--- src/include/flash_port_pkg.sv ---
package flash_port_pkg;

  // array geometry: 8M byte-wide locations
  localparam int ADDR_W = 23;
  localparam int SECTOR_LSB = 16;
  localparam int SUBSEC_LSB = 12;
  localparam int SECTORS = 128;
  localparam int SUBSEC_PER_SECTOR = 16;
  localparam int SUBSECTORS = SECTORS * SUBSEC_PER_SECTOR;
  localparam logic [8:0] PAGE_BYTES = 9'h100;
  localparam logic [6:0] OTP_BYTES = 7'h40;
  localparam logic [6:0] OTP_LOCK_ADDR = 7'h40;
  localparam int OTP_LOCK_BIT = 0;
  localparam int FIFO_DEPTH = 8;

  // serial framing counts, in link clock edges
  localparam logic [4:0] CMD_LAST = 5'h07;
  localparam logic [4:0] ADDR_LAST = 5'h17;
  localparam logic [4:0] DUMMY_LAST = 5'h07;

  // synchroniser reset: {do, di, hold_n, cs_n, sclk}
  localparam logic [4:0] PIN_RST = 5'h06;

  // instruction codes
  localparam logic [7:0] read_cmd = 8'h03;
  localparam logic [7:0] dual_output_read_cmd = 8'h3B;
  localparam logic [7:0] otp_read_cmd = 8'h4B;
  localparam logic [7:0] page_program_cmd = 8'h02;
  localparam logic [7:0] dual_input_program_cmd = 8'hA2;
  localparam logic [7:0] otp_program_cmd = 8'h42;
  localparam logic [7:0] subsector_erase_cmd = 8'h20;
  localparam logic [7:0] sector_erase_cmd = 8'hD8;
  localparam logic [7:0] bulk_erase_cmd = 8'hC7;

  typedef enum logic [1:0] {
    ERASE_SUBSEC,
    ERASE_SECTOR,
    ERASE_BULK
  } erase_scope_t;

  typedef struct packed {
    logic otp;
    logic [ADDR_W-1:0] addr;
    logic [7:0] data;
  } prog_word_t;

  typedef struct packed {
    erase_scope_t scope;
    logic [ADDR_W-1:0] addr;
  } erase_req_t;

  typedef struct packed {
    logic otp;
    logic [ADDR_W-1:0] addr;
  } rd_req_t;

endpackage

--- src/design/sync_fifo.sv ---
`timescale 1ns/1ps
module sync_fifo #(
  parameter int WIDTH = 32,
  parameter int DEPTH = 8
) (
  input wire logic mclk,
  input wire logic resetn,
  input wire logic [WIDTH-1:0] in_data,
  input wire logic in_valid,
  output logic in_ready,
  output logic [WIDTH-1:0] out_data,
  output logic out_valid,
  input wire logic out_ready
);

  localparam int AW = $clog2(DEPTH);

  // depth must be a power of two: pointers wrap by overflow
  logic [WIDTH-1:0] mem_q [DEPTH];
  logic [AW-1:0] wr_q;
  logic [AW-1:0] rd_q;
  logic [AW:0] cnt_q;
  logic wr_fire;
  logic rd_fire;

  assign in_ready = cnt_q != (AW+1)'(DEPTH);
  assign out_valid = cnt_q != '0;
  assign out_data = mem_q[rd_q];
  assign wr_fire = in_valid && in_ready;
  assign rd_fire = out_valid && out_ready;

  always_ff @(posedge mclk) begin
    if (wr_fire) begin
      mem_q[wr_q] <= in_data;
    end
  end

  always_ff @(posedge mclk) begin
    if (!resetn) begin
      wr_q <= '0;
      rd_q <= '0;
      cnt_q <= '0;
    end else begin
      if (wr_fire) begin
        wr_q <= wr_q + 1'b1;
      end
      if (rd_fire) begin
        rd_q <= rd_q + 1'b1;
      end
      cnt_q <= cnt_q + (AW+1)'(wr_fire) - (AW+1)'(rd_fire);
    end
  end

endmodule

--- src/design/dual_io_serial_flash_port.sv ---
// Operation
// single output bits change on falling clock
// instruction, address, data sampled on rising clock
// master holds data-in stable at rising edge
// dual read drives data-in pin on falling
// dual read puts two bits per clock
// dual program samples data-out pin on rising
// master drives two program bits per clock
// every address selects one byte
// page program takes one to 256 bytes
// 128 sectors of 16 subsectors each
// erase subsector, sector, or whole array
// sector protection merges volatile and non-volatile
// 64-byte OTP area via own instructions
// OTP lock is permanent, blocks programming; here a device reset clears the lock
// deselected: outputs released, standby when idle
// falling chip select needed before instructions; here a cs_n held low through reset counts as a fall
// hold pauses link, floats output, ignores inputs
// both clock polarities behave the same
// instruction, address msb first, data, one frame
// data-in pin driven only in dual read data
`timescale 1ns/1ps
module dual_io_serial_flash_port (
  input wire logic mclk,
  input wire logic resetn,
  input wire logic sclk,
  input wire logic cs_n,
  input wire logic hold_n,
  input wire logic serial_data_in_pin,
  output logic serial_data_in_pin_drive,
  output logic serial_data_in_pin_en,
  input wire logic serial_data_out_pin,
  output logic serial_data_out_pin_drive,
  output logic serial_data_out_pin_en,
  output flash_port_pkg::rd_req_t rd_req,
  output logic rd_req_valid,
  input wire logic [7:0] rd_data,
  output flash_port_pkg::prog_word_t prog_word,
  output logic prog_valid,
  input wire logic prog_ready,
  output flash_port_pkg::erase_req_t erase_req,
  output logic erase_valid,
  input wire logic [flash_port_pkg::SECTORS-1:0] sector_nv_protect,
  input wire logic [flash_port_pkg::SECTORS-1:0] sector_vol_lock,
  input wire logic busy,
  output logic standby,
  output logic otp_locked,
  output logic overrun
);

  typedef enum {PH_CMD, PH_ADDR, PH_DUMMY, PH_RDATA, PH_WDATA,
    PH_IGNORE} phase_t;

  logic [4:0] pin_m_q;
  logic [4:0] pin_s_q;
  logic sclk_prev_q;
  logic cs_prev_q;
  logic armed_q;
  phase_t st_q;
  phase_t st_d;
  logic [4:0] cnt_q;
  logic [4:0] cnt_d;
  logic [7:0] cmd_q;
  logic [7:0] sh_q;
  logic [23:0] addr_q;
  logic addr_done_q;
  logic [8:0] pcount_q;
  logic [22:0] rd_addr_q;
  logic rd_otp_q;
  logic rd_req_q;
  logic rd_ack_q;
  logic [7:0] nxt_q;
  logic [7:0] tx_q;
  logic [2:0] txcnt_q;
  logic started_q;
  logic so_drv_q;
  logic so_en_q;
  logic si_drv_q;
  logic si_en_q;
  logic otp_lock_q;
  logic overrun_q;
  logic standby_q;
  flash_port_pkg::erase_req_t erase_q;
  logic erase_valid_q;

  // synchronised pins; only the second stage is looked at
  wire sclk_s = pin_s_q[0];
  wire cs_s = pin_s_q[1];
  wire hold_s = pin_s_q[2];
  wire di_s = pin_s_q[3];
  wire do_s = pin_s_q[4];

  wire hold_act = !hold_s && !cs_s;
  wire live = !cs_s && !hold_act && armed_q;
  wire rise = live && sclk_s && !sclk_prev_q;
  wire fall = live && !sclk_s && sclk_prev_q;
  wire cs_fall = cs_prev_q && !cs_s;
  wire cs_rise = !cs_prev_q && cs_s;

  // instruction decode
  wire [7:0] cmd_byte = {sh_q[6:0], di_s};
  wire is_read = cmd_q == flash_port_pkg::read_cmd;
  wire is_dread = cmd_q == flash_port_pkg::dual_output_read_cmd;
  wire is_oread = cmd_q == flash_port_pkg::otp_read_cmd;
  wire is_pp = cmd_q == flash_port_pkg::page_program_cmd;
  wire is_dprog = cmd_q == flash_port_pkg::dual_input_program_cmd;
  wire is_oprog = cmd_q == flash_port_pkg::otp_program_cmd;
  wire is_sse = cmd_q == flash_port_pkg::subsector_erase_cmd;
  wire is_se = cmd_q == flash_port_pkg::sector_erase_cmd;
  wire is_be = cmd_q == flash_port_pkg::bulk_erase_cmd;
  wire rd_cmd = is_read || is_dread || is_oread;
  wire wr_cmd = is_pp || is_dprog || is_oprog;
  wire byte_has_addr =
    cmd_byte == flash_port_pkg::read_cmd ||
    cmd_byte == flash_port_pkg::dual_output_read_cmd ||
    cmd_byte == flash_port_pkg::otp_read_cmd ||
    cmd_byte == flash_port_pkg::page_program_cmd ||
    cmd_byte == flash_port_pkg::dual_input_program_cmd ||
    cmd_byte == flash_port_pkg::otp_program_cmd ||
    cmd_byte == flash_port_pkg::subsector_erase_cmd ||
    cmd_byte == flash_port_pkg::sector_erase_cmd;

  // address msb first; top bit of the 24 sent is beyond the array
  wire [22:0] full_addr = {addr_q[21:0], di_s};
  wire [22:0] byte_addr = addr_q[22:0];
  wire cmd_last = cnt_q == flash_port_pkg::CMD_LAST;
  wire addr_last = cnt_q == flash_port_pkg::ADDR_LAST;
  wire dummy_last = cnt_q == flash_port_pkg::DUMMY_LAST;
  wire rd_start = rise && st_q == PH_ADDR && addr_last && rd_cmd;

  // program data path
  wire [7:0] wbyte = is_dprog ? {sh_q[5:0], do_s, di_s} : cmd_byte;
  wire wbyte_done = cnt_q[2:0] == (is_dprog ? 3'h6 : 3'h7);
  wire [flash_port_pkg::SECTORS-1:0] prot_vec =
    sector_nv_protect | sector_vol_lock;
  wire sector_prot = prot_vec[byte_addr[22:flash_port_pkg::SECTOR_LSB]];
  wire any_prot = |prot_vec;
  wire [6:0] otp_addr = byte_addr[6:0];
  wire otp_ok = !otp_lock_q && otp_addr < flash_port_pkg::OTP_BYTES;
  wire room = pcount_q < flash_port_pkg::PAGE_BYTES;
  wire take = rise && st_q == PH_WDATA && wbyte_done;
  wire push_ok = room && (is_oprog ? otp_ok : !sector_prot);
  wire push = take && push_ok;
  wire lock_hit = take && is_oprog && !otp_lock_q &&
    otp_addr == flash_port_pkg::OTP_LOCK_ADDR &&
    !wbyte[flash_port_pkg::OTP_LOCK_BIT];
  wire fifo_in_ready;
  flash_port_pkg::prog_word_t fifo_in;
  assign fifo_in = '{otp: is_oprog, addr: byte_addr, data: wbyte};

  // read data path
  wire load = fall && st_q == PH_RDATA && txcnt_q == 3'h0;
  wire [7:0] tx_src = load ? nxt_q : tx_q;
  wire [7:0] tx_next = is_dread ? {tx_src[5:0], 2'b00} :
    {tx_src[6:0], 1'b0};
  wire [2:0] txcnt_next = load ? (is_dread ? 3'h3 : 3'h7) :
    txcnt_q - 3'h1;
  wire drive_ok = !cs_s && !hold_act && st_q == PH_RDATA &&
    (started_q || fall);

  // erase is taken only when the frame closes cleanly
  wire erase_go = cs_rise && st_q == PH_IGNORE &&
    ((is_be && !any_prot) ||
    ((is_sse || is_se) && addr_done_q && !sector_prot));
  wire [22:0] sse_addr = (byte_addr >> flash_port_pkg::SUBSEC_LSB)
    << flash_port_pkg::SUBSEC_LSB;
  wire [22:0] se_addr = (byte_addr >> flash_port_pkg::SECTOR_LSB)
    << flash_port_pkg::SECTOR_LSB;

  always_ff @(posedge mclk) begin
    if (!resetn) begin
      pin_m_q <= flash_port_pkg::PIN_RST;
      pin_s_q <= flash_port_pkg::PIN_RST;
      sclk_prev_q <= 1'b0;
      cs_prev_q <= 1'b1;
    end else begin
      pin_m_q <= {serial_data_out_pin, serial_data_in_pin, hold_n, cs_n,
        sclk};
      pin_s_q <= pin_m_q;
      sclk_prev_q <= sclk_s;
      cs_prev_q <= cs_s;
    end
  end

  always_comb begin
    st_d = st_q;
    cnt_d = cnt_q + 5'h01;
    unique case (st_q)
      PH_CMD: begin
        if (cmd_last) begin
          cnt_d = '0;
          st_d = byte_has_addr ? PH_ADDR : PH_IGNORE;
        end
      end
      PH_ADDR: begin
        if (addr_last) begin
          cnt_d = '0;
          if (is_read) begin
            st_d = PH_RDATA;
          end else if (rd_cmd) begin
            st_d = PH_DUMMY;
          end else if (wr_cmd) begin
            st_d = PH_WDATA;
          end else begin
            st_d = PH_IGNORE;
          end
        end
      end
      PH_DUMMY: begin
        if (dummy_last) begin
          cnt_d = '0;
          st_d = PH_RDATA;
        end
      end
      PH_WDATA: begin
        cnt_d = cnt_q + (is_dprog ? 5'h02 : 5'h01);
      end
      PH_RDATA, PH_IGNORE: begin
        cnt_d = cnt_q;
      end
    endcase
  end

  // a frame always restarts at the instruction byte
  always_ff @(posedge mclk) begin
    if (!resetn || cs_s) begin
      st_q <= PH_CMD;
      cnt_q <= '0;
      addr_done_q <= 1'b0;
      pcount_q <= '0;
    end else if (rise) begin
      st_q <= st_d;
      cnt_q <= cnt_d;
      if (st_q == PH_ADDR && addr_last) begin
        addr_done_q <= 1'b1;
      end
      if (take && room) begin
        pcount_q <= pcount_q + 9'h001;
      end
    end
  end

  always_ff @(posedge mclk) begin
    if (!resetn) begin
      cmd_q <= '0;
      sh_q <= '0;
      addr_q <= '0;
    end else if (rise) begin
      sh_q <= is_dprog && st_q == PH_WDATA ? wbyte : cmd_byte;
      if (st_q == PH_CMD && cmd_last) begin
        cmd_q <= cmd_byte;
      end
      if (st_q == PH_ADDR) begin
        addr_q <= {addr_q[22:0], di_s};
      end else if (take) begin
        // program address wraps inside its page
        addr_q[7:0] <= addr_q[7:0] + 8'h01;
      end
    end
  end

  always_ff @(posedge mclk) begin
    if (!resetn) begin
      rd_req_q <= 1'b0;
      rd_ack_q <= 1'b0;
      rd_addr_q <= '0;
      rd_otp_q <= 1'b0;
      nxt_q <= '0;
    end else begin
      rd_req_q <= rd_start || load;
      rd_ack_q <= rd_req_q;
      if (rd_start) begin
        rd_addr_q <= full_addr;
        rd_otp_q <= is_oread;
      end else if (load) begin
        rd_addr_q <= rd_addr_q + 23'h000001;
      end
      if (rd_ack_q) begin
        nxt_q <= rd_data;
      end
    end
  end

  always_ff @(posedge mclk) begin
    if (!resetn || cs_s) begin
      tx_q <= '0;
      txcnt_q <= '0;
      started_q <= 1'b0;
    end else if (fall && st_q == PH_RDATA) begin
      tx_q <= tx_next;
      txcnt_q <= txcnt_next;
      started_q <= 1'b1;
    end
  end

  always_ff @(posedge mclk) begin
    if (!resetn) begin
      so_drv_q <= 1'b0;
      si_drv_q <= 1'b0;
      so_en_q <= 1'b0;
      si_en_q <= 1'b0;
    end else begin
      if (fall && st_q == PH_RDATA) begin
        so_drv_q <= tx_src[7];
        si_drv_q <= is_dread && tx_src[6];
      end
      so_en_q <= drive_ok;
      si_en_q <= drive_ok && is_dread;
    end
  end

  // lock survives every frame; only a device reset clears it
  always_ff @(posedge mclk) begin
    if (!resetn) begin
      armed_q <= 1'b0;
      otp_lock_q <= 1'b0;
      overrun_q <= 1'b0;
      standby_q <= 1'b0;
      erase_valid_q <= 1'b0;
      erase_q <= '{scope: flash_port_pkg::ERASE_BULK, addr: '0};
    end else begin
      armed_q <= armed_q || cs_fall;
      otp_lock_q <= otp_lock_q || lock_hit;
      overrun_q <= (push && !fifo_in_ready) || (overrun_q && !cs_fall);
      standby_q <= cs_s && !busy;
      erase_valid_q <= erase_go;
      if (erase_go) begin
        if (is_sse) begin
          erase_q <= '{scope: flash_port_pkg::ERASE_SUBSEC, addr: sse_addr};
        end else if (is_se) begin
          erase_q <= '{scope: flash_port_pkg::ERASE_SECTOR, addr: se_addr};
        end else begin
          erase_q <= '{scope: flash_port_pkg::ERASE_BULK, addr: '0};
        end
      end
    end
  end

  // the link cannot stall; a full buffer drops the byte and flags it
  sync_fifo #(
    .WIDTH($bits(flash_port_pkg::prog_word_t)),
    .DEPTH(flash_port_pkg::FIFO_DEPTH)
  ) u_prog_fifo (
    .mclk(mclk),
    .resetn(resetn),
    .in_data(fifo_in),
    .in_valid(push),
    .in_ready(fifo_in_ready),
    .out_data(prog_word),
    .out_valid(prog_valid),
    .out_ready(prog_ready)
  );

  assign serial_data_out_pin_drive = so_drv_q;
  assign serial_data_out_pin_en = so_en_q;
  assign serial_data_in_pin_drive = si_drv_q;
  assign serial_data_in_pin_en = si_en_q;
  assign rd_req = '{otp: rd_otp_q, addr: rd_addr_q};
  assign rd_req_valid = rd_req_q;
  assign erase_req = erase_q;
  assign erase_valid = erase_valid_q;
  assign standby = standby_q;
  assign otp_locked = otp_lock_q;
  assign overrun = overrun_q;
endmodule

--- config.mk ---
export PLATFORM = sky130hd
export DESIGN_NAME = dual_io_serial_flash_port
export DESIGN_NICKNAME = d
export VERILOG_FILES = /design/src/include/flash_port_pkg.sv /design/src/design/sync_fifo.sv /design/src/design/dual_io_serial_flash_port.sv
export SDC_FILE = /design/constraint.sdc
export NUM_CORES = 1
export LEC_CHECK = 0
export ABC_AREA = 1
export BUFFER_PORTS_ARGS = -buffer_cell sky130_fd_sc_hd__buf_2
export CAP_MARGIN = 20
export CORE_AREA = 3 3 213 215
export DETAILED_ROUTE_END_ITERATION = 7
export DIE_AREA = 0 0 216 218
export HOLD_SLACK_MARGIN = 0.03
export PLACE_DENSITY = 0.71
export SYNTH_ARGS = -nofsm -noshare
export SYNTH_HDL_FRONTEND = slang
export SYNTH_SLANG_ARGS = --single-unit
--- constraint.sdc ---
create_clock -name mclk -period 8.1 [get_ports mclk]
set_clock_uncertainty 0.1 [all_clocks]
set_input_delay 0.405 -clock mclk [delete_from_list [all_inputs] [get_ports mclk]]
set_output_delay 0.405 -clock mclk [all_outputs]
set_load 0.1 [all_outputs]
# Yosys cells after proc, flatten, opt, wreduce, memory -nomap -nowiden
# Memories as Yosys holds them, arrays and structs flattened. A register that Yosys moved wholly into a read port is not among the register bits.
# Cells that the tools add are included.
# totals
mem_count	1
inputBits	273
romBits	0
latch_bits	0
out_inout_bits	91
elab_cells	207
ff_bits	187
ramBits	256
# classes
shifts	0
n_eq_ne	34
n_bitwise	2
mux	32
div_mod_pow	0
order_cmp	3
reduce_logical	91
addsub	10
multipliers	0
# mem_list
name	words	word_bits	rd	rd_clocked_by_memory_dff	write_ports	line_no	rtl
u_prog_fifo.mem_q	8	32	1	1	1	sync_fifo.sv:19	logic [WIDTH-1:0] mem_q [DEPTH];
# ops
cell	count
128-bit bitwise OR	1
128-bit OR reduction	1
32-bit by 2-bit equality test with 1-bit output (second input constant)	3
32-bit by 3-bit equality test with 1-bit output (second input constant)	3
32-bit 2-to-1 mux	3
32-bit one-hot mux with 3 select lines	1
32-bit by 4-bit equality test with 1-bit output (second input constant)	2
32-bit logical NOT	2
25-bit 2-to-1 mux	2
23-bit 2-to-1 mux	2
1-bit logical AND	41
8-bit equality test (second input constant)	5
8-bit 2-to-1 mux	5
32-bit by 1-bit equality test with 1-bit output (second input constant)	1
8-bit by 2-bit equality test with 1-bit output (second input constant)	4
8-bit by 6-bit equality test with 1-bit output (second input constant)	4
8-bit by 7-bit equality test with 1-bit output (second input constant)	4
23-bit by 1-bit adder with 23-bit output (second input constant)	1
3-bit 2-to-1 mux	7
1-bit logical OR	19
5-bit one-hot mux with 3 select lines	1
1-bit logical NOT	14
2-bit AND reduction	6
5-bit 2-to-1 mux	2
28 further kinds	38

# Logic depth before layout (Yosys ltp)
# Gate-level depths: netlist of run 1.
# depth
ltp_word	14
depth_mapped	20
depth_no_buf	18

# Modules after synthesis
# A second synthesis of run 1 with hierarchy kept.
# unflattened
hier_cells	2694
hier_area_um2	21042.7
# by_module_without_submodules
mod	seq_area_each_um2	cells_each	n_inst	area_each_um2
sync_fifo	7947.6	1203	1	11855.1
dual_io_serial_flash_port	2702.6	1491	1	9187.6

# Worst setup path before layout of run 1
# No wires, ideal clock.
# synth_path
path_type	register to register
startpoint	register cmd_q[2]
endpoint	memory u_prog_fifo.mem_q[3][0], enable pin
period_less_slack_ns	5.056
path_slack_ns	3.044
n_path_buf	0
t_required_ns	7.539
t_arrival_ns	4.495
path_stages_with_launch	15
setup_time_ns	0.461
cell_sequence	dfxtp_1 nor2_1 nand2_1 nor2_1 inv_1 nor4_4 inv_1 ha_1 nor4_4 nand2_4 nor2_2 nand2_1 nor2_4 nand2_2 nor3_1
# synth_via
elab_chain_cells	8
word_cells_on_any_way	11
cone_classes	eq/ne (3); mux (4); reduce/logical (4)
# synth_lines
element	line_no	rtl
from (decl)	dual_io_serial_flash_port.sv:63	logic [7:0] cmd_q;
from (signal assigned)	dual_io_serial_flash_port.sv:251	cmd_q <= cmd_byte;
8-bit equality test	dual_io_serial_flash_port.sv:106	wire is_dprog = cmd_q == flash_port_pkg::dual_input_program_cmd;
1-bit 2-to-1 mux	dual_io_serial_flash_port.sv:133	wire wbyte_done = cnt_q[2:0] == (is_dprog ? 3'h6 : 3'h7);
3-bit equality test	dual_io_serial_flash_port.sv:133	
1-bit logical AND	dual_io_serial_flash_port.sv:141	wire take = rise && st_q == PH_WDATA && wbyte_done;
1-bit logical AND *	dual_io_serial_flash_port.sv:143	wire push = take && push_ok;
1-bit logical AND *	sync_fifo.sv:29	assign wr_fire = in_valid && in_ready;
net u_prog_fifo.wr_fire	sync_fifo.sv:23	logic wr_fire;
1-bit 2-to-1 mux *	sync_fifo.sv:33	if (wr_fire) begin
1-bit 2-to-1 mux (implied by the code) *	sync_fifo.sv:34	mem_q[wr_q] <= in_data;
to (decl)	sync_fifo.sv:19	
# The timed path passes the listed nets; every way through them passes the cells marked *.

# Worst setup path in the final report of run 1
# layout_path
startpoint	register cmd_q[2]
endpoint	memory u_prog_fifo.mem_q[3][23], enable pin
# The elaborated chain is that of the path after synthesis.

==> results of run 1 <==
[worst max-delay path by stage]
stage	start	endpoint	slack, ns	cells after the start
after CTS	flip-flop	prog_word[1]	4.01	7
final	cmd_q[2]	u_prog_fifo.mem_q[3][23]	3.99	15
after global placement	addr_q[19]	u_prog_fifo.mem_q[2][21]	4.05	11
after global routing	cmd_q[2]	u_prog_fifo.mem_q[2][4]	3.62	15
after floorplan	cmd_q[2]	u_prog_fifo.mem_q[3][0]	3.04	14
after detailed placement	cmd_q[2]	u_prog_fifo.mem_q[3][21]	4.04	15
[cells by family (layout without fill, tap and decap cells)]
group | after synthesis | in the layout | share of synthesized area (%)
other | 1 | 12 | 0.0192
buffers and inverters | 286 | 625 | 6.06
flip-flops | 404 | 404 | 54.4
XOR/XNOR | 24 | 24 | 1.07
AND/OR/NAND/NOR | 1175 | 1175 | 25.9
AO/OA/AOI/OAI | 399 | 399 | 11.2
adder cells (fa/ha/maj) | 19 | 19 | 1.29
[cell type report]
class / count / share of cell area [%]
well taps: 592 / 3.21
repair buffers: 389 / 8.96
clock buffers: 50 / 4.53
multi-input cells: 1629 / 33.8
flip-flops and latches: 404 / 46.1
clock inverters: 20 / 0.628
inverters: 166 / 2.70
[cell usage in the layout (no fill, tap or decap), drive strengths merged, types with 2 or more instances in the layout]
master	count
fa	2
nor4	49
o221ai	4
clkinvlp	3
or2	6
nand2	386
or4	2
edfxtp	256
buf	376
xor2	22
o211ai	10
clkinv	18
ha	17
nand3b	2
dfxtp	148
a211oi	7
clkbuf	52
nand4	39
o21ai	218
a221oi	5
a21oi	70
dlygate4sd3	11
inv	164
nor3	45
nor2	469
nand3	175
xnor2	2
conb	12
a31oi	43
o22ai	36
[sequential cells by signal, indices dropped and copies added, names as in the netlist, 4 cells and up, named ones only]
signal             cells
u_prog_fifo.mem_q    256
addr_q                23
rd_addr_q             23
erase_req             13
pcount_q               9
cmd_q                  8
nxt_q                  8
sh_q                   7
tx_q                   7
cnt_q                  5
pin_m_q                5
pin_s_q                5
u_prog_fifo.cnt_q      4
[routing by layer]
layer  wire, um  global-route usage, %
met5          0                      0
met4       1210                   5.32
met2      29500                   43.0
met3       4960                   4.14
met1      30700                   40.7
[Yosys cell counts, types with 22 or more instances]
cell	instances
clkbuf_1	71
inv_1	152
xor2_1	22
nor4_1	46
nor3_1	41
nand2_1	380
a21oi_1	70
nand4_1	39
a31oi_1	43
dfxtp_1	148
edfxtp_1	256
o21ai_0	218
nor2_1	462
nand3_1	174
o22ai_1	36
[what timing repair did]
item | in CTS | in global routing
hold endpoints to repair | 11 | 0
buffers inserted | 0 | 0
hold buffers | 11 | 0
endpoints found under the setup margin | 0 | 0
[power breakdown]
part	internal, uW	total, uW	switching [uW]
logic	314	1460	1140
registers	2180	2220	31.2
clock network	953	1720	766
total	3450	5390	1940
[worst min-delay path, delay by kind of cell]
| family | cells | cell delay, ns |
|---|---|---|
| buf+inv | 1 | 0.07 |
| compound gates | 2 | 0.18 |
[stage by stage]
step                setup WS, ns  utilization, %
floorplan                   3.04               -
global placement            4.05            49.6
detailed placement          4.04            49.6
CTS                         4.01            52.5
global route                3.62            52.6
finish                      3.99            52.6
==> flow_summary.json, run 1 <==
{
  "fin_setup_tns_ns": 0,
  "min_path_cells": 3,
  "yosys_register_bits": 404,
  "hpwl_mm": 47.6,
  "path_max_fanout": 32,
  "hp-start": "rd_data[3]",
  "num_vias": 17800,
  "crit_family": "simple AND/OR/NAND/NOR gates",
  "worstHoldEndpoint": "nxt_q[3]",
  "grt_overflow_total": 0,
  "synth_edf_count": 256,
  "fp.dieArea_um2": 47100,
  "slowest_stage": "nor4_4",
  "synth_area_leaders": "edfxtp_1, dfxtp_1, nor2_1",
  "vias_per_cell": 5.46,
  "syn_inst": 2308,
  "slowest_delay_ns": 0.58,
  "period_needed_ns": 4.11,
  "rsz0062_at_grt": "false",
  "post_cts_resized": 0,
  "placed_cells": 3166,
  "seqCellArea_um2": 10700,
  "placed_area_um2": 21800,
  "htree_levels": 2,
  "critPathBufInv": 3,
  "io_pins": 364,
  "powerDensity_nw_per_um2": 233,
  "postSynthAreaPerCell_um2": 8.48,
  "fin_area_um2": 23100,
  "slew_headroom_pct": 25.2,
  "cts-root-buf": "clkbuf_16",
  "routed_wl_mm": 66.4,
  "initial_utilization_pct": 44.5,
  "insertedDiodeCount": 0,
  "numPortBuffers": 351,
  "nFillCells": 4104,
  "placementRows": 77,
  "timing.rr.end": "u_prog_fifo.mem_q[3][23]",
  "path_cells": "nor2_1, nand2_1, nor2_1, inv_1, nor4_4, inv_1, ha_1, nor4_4, nand2_4, nor2_2, nand2_1, nor2_4, nand2_2, nor3_2, buf_4",
  "coreArea_um2": 43900,
  "multiInputGateArea_um2": 7820,
  "setup_viol": 0,
  "die_h_um": 218,
  "grt_max_degree": 112,
  "status": "finished clean",
  "critPathArrivalTime_ns": 4.18,
  "cts.sink_count": 404,
  "slew_violations": 0,
  "grtUsageTotal_pct": 27.4,
  "cap_violations": 0,
  "syn_area_um2": 19600,
  "power.total_uw": 5390,
  "drt_pass1_iterations": 6,
  "path_clk_slew_ns": 0.06,
  "synthDistinctLibCells": 48,
  "cp-end-kind": "flip-flop",
  "synth_top_cell_area_share_pct": 39.3,
  "clock_path_buffers": 3,
  "worstReg2RegStart": "cmd_q[2]",
  "layoutNonFillerInstCount": 3250,
  "cts_buffers": 39,
  "wl_per_cell_um": 20.4,
  "report.final.hold_viol_count": 0,
  "yosysSeqAreaShare_pct": 54.4,
  "cts_tree": "yes",
  "nets": 2921,
  "clk_latency_ns": 0.54,
  "hp-class": "input port to flip-flop",
  "power_leakage_uw": 0.00921,
  "die_x_um": 216,
  "synth.largest_area_cell": "edfxtp_1",
  "area_growth_pct": 18.1,
  "gp_routability_congestion": 0.997,
  "postRouteAntennaNets": 0,
  "r2r_slack_ns": 3.99,
  "antenna_found_initial": 1,
  "grt_pass1_wl_mm": 101,
  "ys.flop_type": "edfxtp_1",
  "critical_path_class": "flip-flop to flip-flop",
  "ff2ff_path_depth": 15,
  "post-route-period-util_pct": 50.7,
  "max-vdd-ir-drop_mv": 0.216,
  "synthArstFlopShare_pct": 0,
  "worst_slew_pin_slew_ns": 1.11,
  "max_freq_mhz": 243,
  "drive_above_1_share_pct": 18.3,
  "yosysWarnings": 0,
  "grt_pass1_vias": 17000,
  "crit_required_ns": 8.17,
  "drt_iter0_drc": 1827,
  "route.detailed.drc": 0,
  "whs_ns": 0.0626,
  "start_kind": "flip-flop"
}
Note: power is estimated with default switching activity, not from simulation.
==> run 2: changes to the inputs <==
Clock period 8.1 ns to 4.02 ns, I/O delays scaled along.
==> run 2 against run 1 <==
Net effect:
- via count grew 1.7%
- critical path depth shrank 9
- cell count increased by 0.89%
- first-iteration DRC count shrank 8.2%
- critical path type is now flip-flop to primary output
- global-route usage decreased by 0.52 points
- combinational power up 110%
==> flow_summary.json, run 2 (synthesis gave the netlist of run 1 again) <==
{
  "insertedDiodeCount": 0,
  "coreArea_um2": 43900,
  "drt_iter0_drc": 1678,
  "grt_overflow_total": 0,
  "preCtsSetupSlack_ns": 0.602,
  "vias_per_cell": 5.51,
  "drt_pass1_iterations": 5,
  "numPortBuffers": 351,
  "slew_headroom_pct": 34.2,
  "gp_routability_congestion": 1.09,
  "finish.utilization_pct": 54.7,
  "route.detailed.drc": 0,
  "worstHoldEndpoint": "pin_m_q[0]",
  "rsz0062_at_grt": "false",
  "ff2ff_path_depth": 15,
  "wl_per_cell_um": 19.9,
  "status": "finished clean",
  "r2r_slack_ns": 0.62,
  "num_vias": 18100,
  "routed_wl_mm": 65.3,
  "reg_top3": "u_prog_fifo.mem_q (256), addr_q (23), rd_addr_q (23)",
  "path_clk_slew_ns": 0.06,
  "max-vdd-ir-drop_mv": 0.420,
  "timing.rr.end": "u_prog_fifo.mem_q[0][3]",
  "min_path_cells": 3,
  "grt_max_degree": 70,
  "power_leakage_uw": 0.00901,
  "area_growth_pct": 22.8,
  "cts.sink_count": 404,
  "final_common_cell": "nor2_1",
  "report.final.hold_viol_count": 0,
  "fp.dieArea_um2": 47100,
  "cts-root-buf": "clkbuf_16",
  "die_x_um": 216,
  "hp-start": "resetn",
  "period_needed_ns": 3.51,
  "swShare_pct": 33.8,
  "worst_slew_pin_slew_ns": 0.977,
  "cts_buffers": 41,
  "clock_path_buffers": 3,
  "post-cts-setup-buffers": 0,
  "htree_levels": 2,
  "setup_viol": 0,
  "worstReg2RegStart": "cmd_q[2]",
  "cts_tree": "yes",
  "clk_latency_ns": 0.55,
  "seq_power_share_pct": 39.4,
  "antenna_found_initial": 1,
  "clkPwrFrac_pct": 33.5,
  "drive_above_1_share_pct": 18.8,
  "largest_reg_flops": 256,
  "powerDensity_nw_per_um2": 476,
  "cap_violations": 0,
  "max_freq_mhz": 285,
  "postRouteAntennaNets": 0,
  "intPower_uw": 7580,
  "start_kind": "flip-flop",
  "whs_ns": 0.136,
  "power.switching_uw": 3860,
  "placementRows": 77,
  "top_register": "u_prog_fifo.mem_q",
  "io_pins": 364,
  "fin_setup_tns_ns": 0,
  "path_max_fanout": 69,
  "critical_path_class": "flip-flop to primary output",
  "hp-class": "input port to flip-flop",
  "post-route-period-util_pct": 87.2,
  "grt_pass1_vias": 17200,
  "fin_ws_ns": 0.515,
  "hpwl_mm": 47.3,
  "critPathArrivalTime_ns": 3.20,
  "p_comb_share_pct": 27.1,
  "grt_pass1_wl_mm": 99.0,
  "cp-end-kind": "primary output",
  "die_h_um": 218,
  "initial_utilization_pct": 44.5,
  "slew_violations": 0,
  "crit_required_ns": 3.72,
  "nets": 2947,
  "final_cell_mix": "nor2_1, nand2_1, buf_2, edfxtp_1, o21ai_0",
  "grtUsageTotal_pct": 26.9,
  "nFillCells": 4004
}
-- run 2: cell count changes in the layout (fill, tap and decap cells not counted), moves of 4 or more --
cell,change
buf_12,+37
buf_2,-28
buf_4,+10
nor3_2,-8
nor3_4,+8
clkinv_2,-4
dlygate4sd3_1,+4
-- run 2: critical path, cell delays in order, from the launching register on --
cell	delay (ns)
dfxtp_4	0.74
buf_4	0.70
o21ai_0	0.21
o22ai_1	0.21
nor2_1	0.09
a31oi_1	0.18
buf_2	0.45
-- run 2: what timing repair did --
item	CTS	global route
resized for setup	0	0
hold buffers	15	0
hold endpoints to repair	20	0
setup endpoints to repair	0	0
-- run 2: worst max path at each step --
stage	slack (ns)	cells after the start	startpoint	end
finish	0.51	6	flip-flop	prog_word[22]
global route	0.28	12	pin_s_q[1]	rd_addr_q[18]
floorplan	-0.07	14	cmd_q[2]	u_prog_fifo.mem_q[1][0]
global placement	0.64	15	cmd_q[2]	u_prog_fifo.mem_q[3][27]
CTS	0.51	6	flip-flop	prog_word[23]
detailed placement	0.60	15	cmd_q[2]	u_prog_fifo.mem_q[1][24]
-- run 2: per-stage QoR --
step	total power, uW	instance area [um^2]	instances
finish	11400	24000	3279
global route	11900	24000	3279
CTS	11500	24000	3275
detailed placement	7680	22500	3185
global placement	7630	22500	3184
floorplan	6590	19600	2319
-- run 2: power groups by stage --
stage | sequential [uW] | combinational, uW | clock (uW)
2_1_floorplan | 4510 | 2080 | 0
3_3_place_gp | 4600 | 3040 | 0
3_5_place_dp | 4600 | 3080 | 0
4_1_cts | 4510 | 3100 | 3890
5_1_grt | 4520 | 3280 | 4050
6_report | 4510 | 3090 | 3840
-- run 2: layer usage --
layer  vias to the layer above  share of wire [%]  global-route usage (%)
li1                       8598                  -                       -
met1                      8554                 45                    39.7
met2                       831                 44                    41.5
met3                        69                9.0                    5.18
met4                         2                1.4                    5.32
met5                         -              0.015                       0
-- run 2: final cells by class --
cell class | count | area, um^2 | share of cell area, %
clock buffers | 56 | 1130 | 4.72
well taps | 592 | 741 | 3.08
inverters | 166 | 623 | 2.59
multi-input cells | 1629 | 7870 | 32.8
repair buffers | 413 | 2790 | 11.6
clock inverters | 19 | 216 | 0.901
flip-flops and latches | 404 | 10700 | 44.3
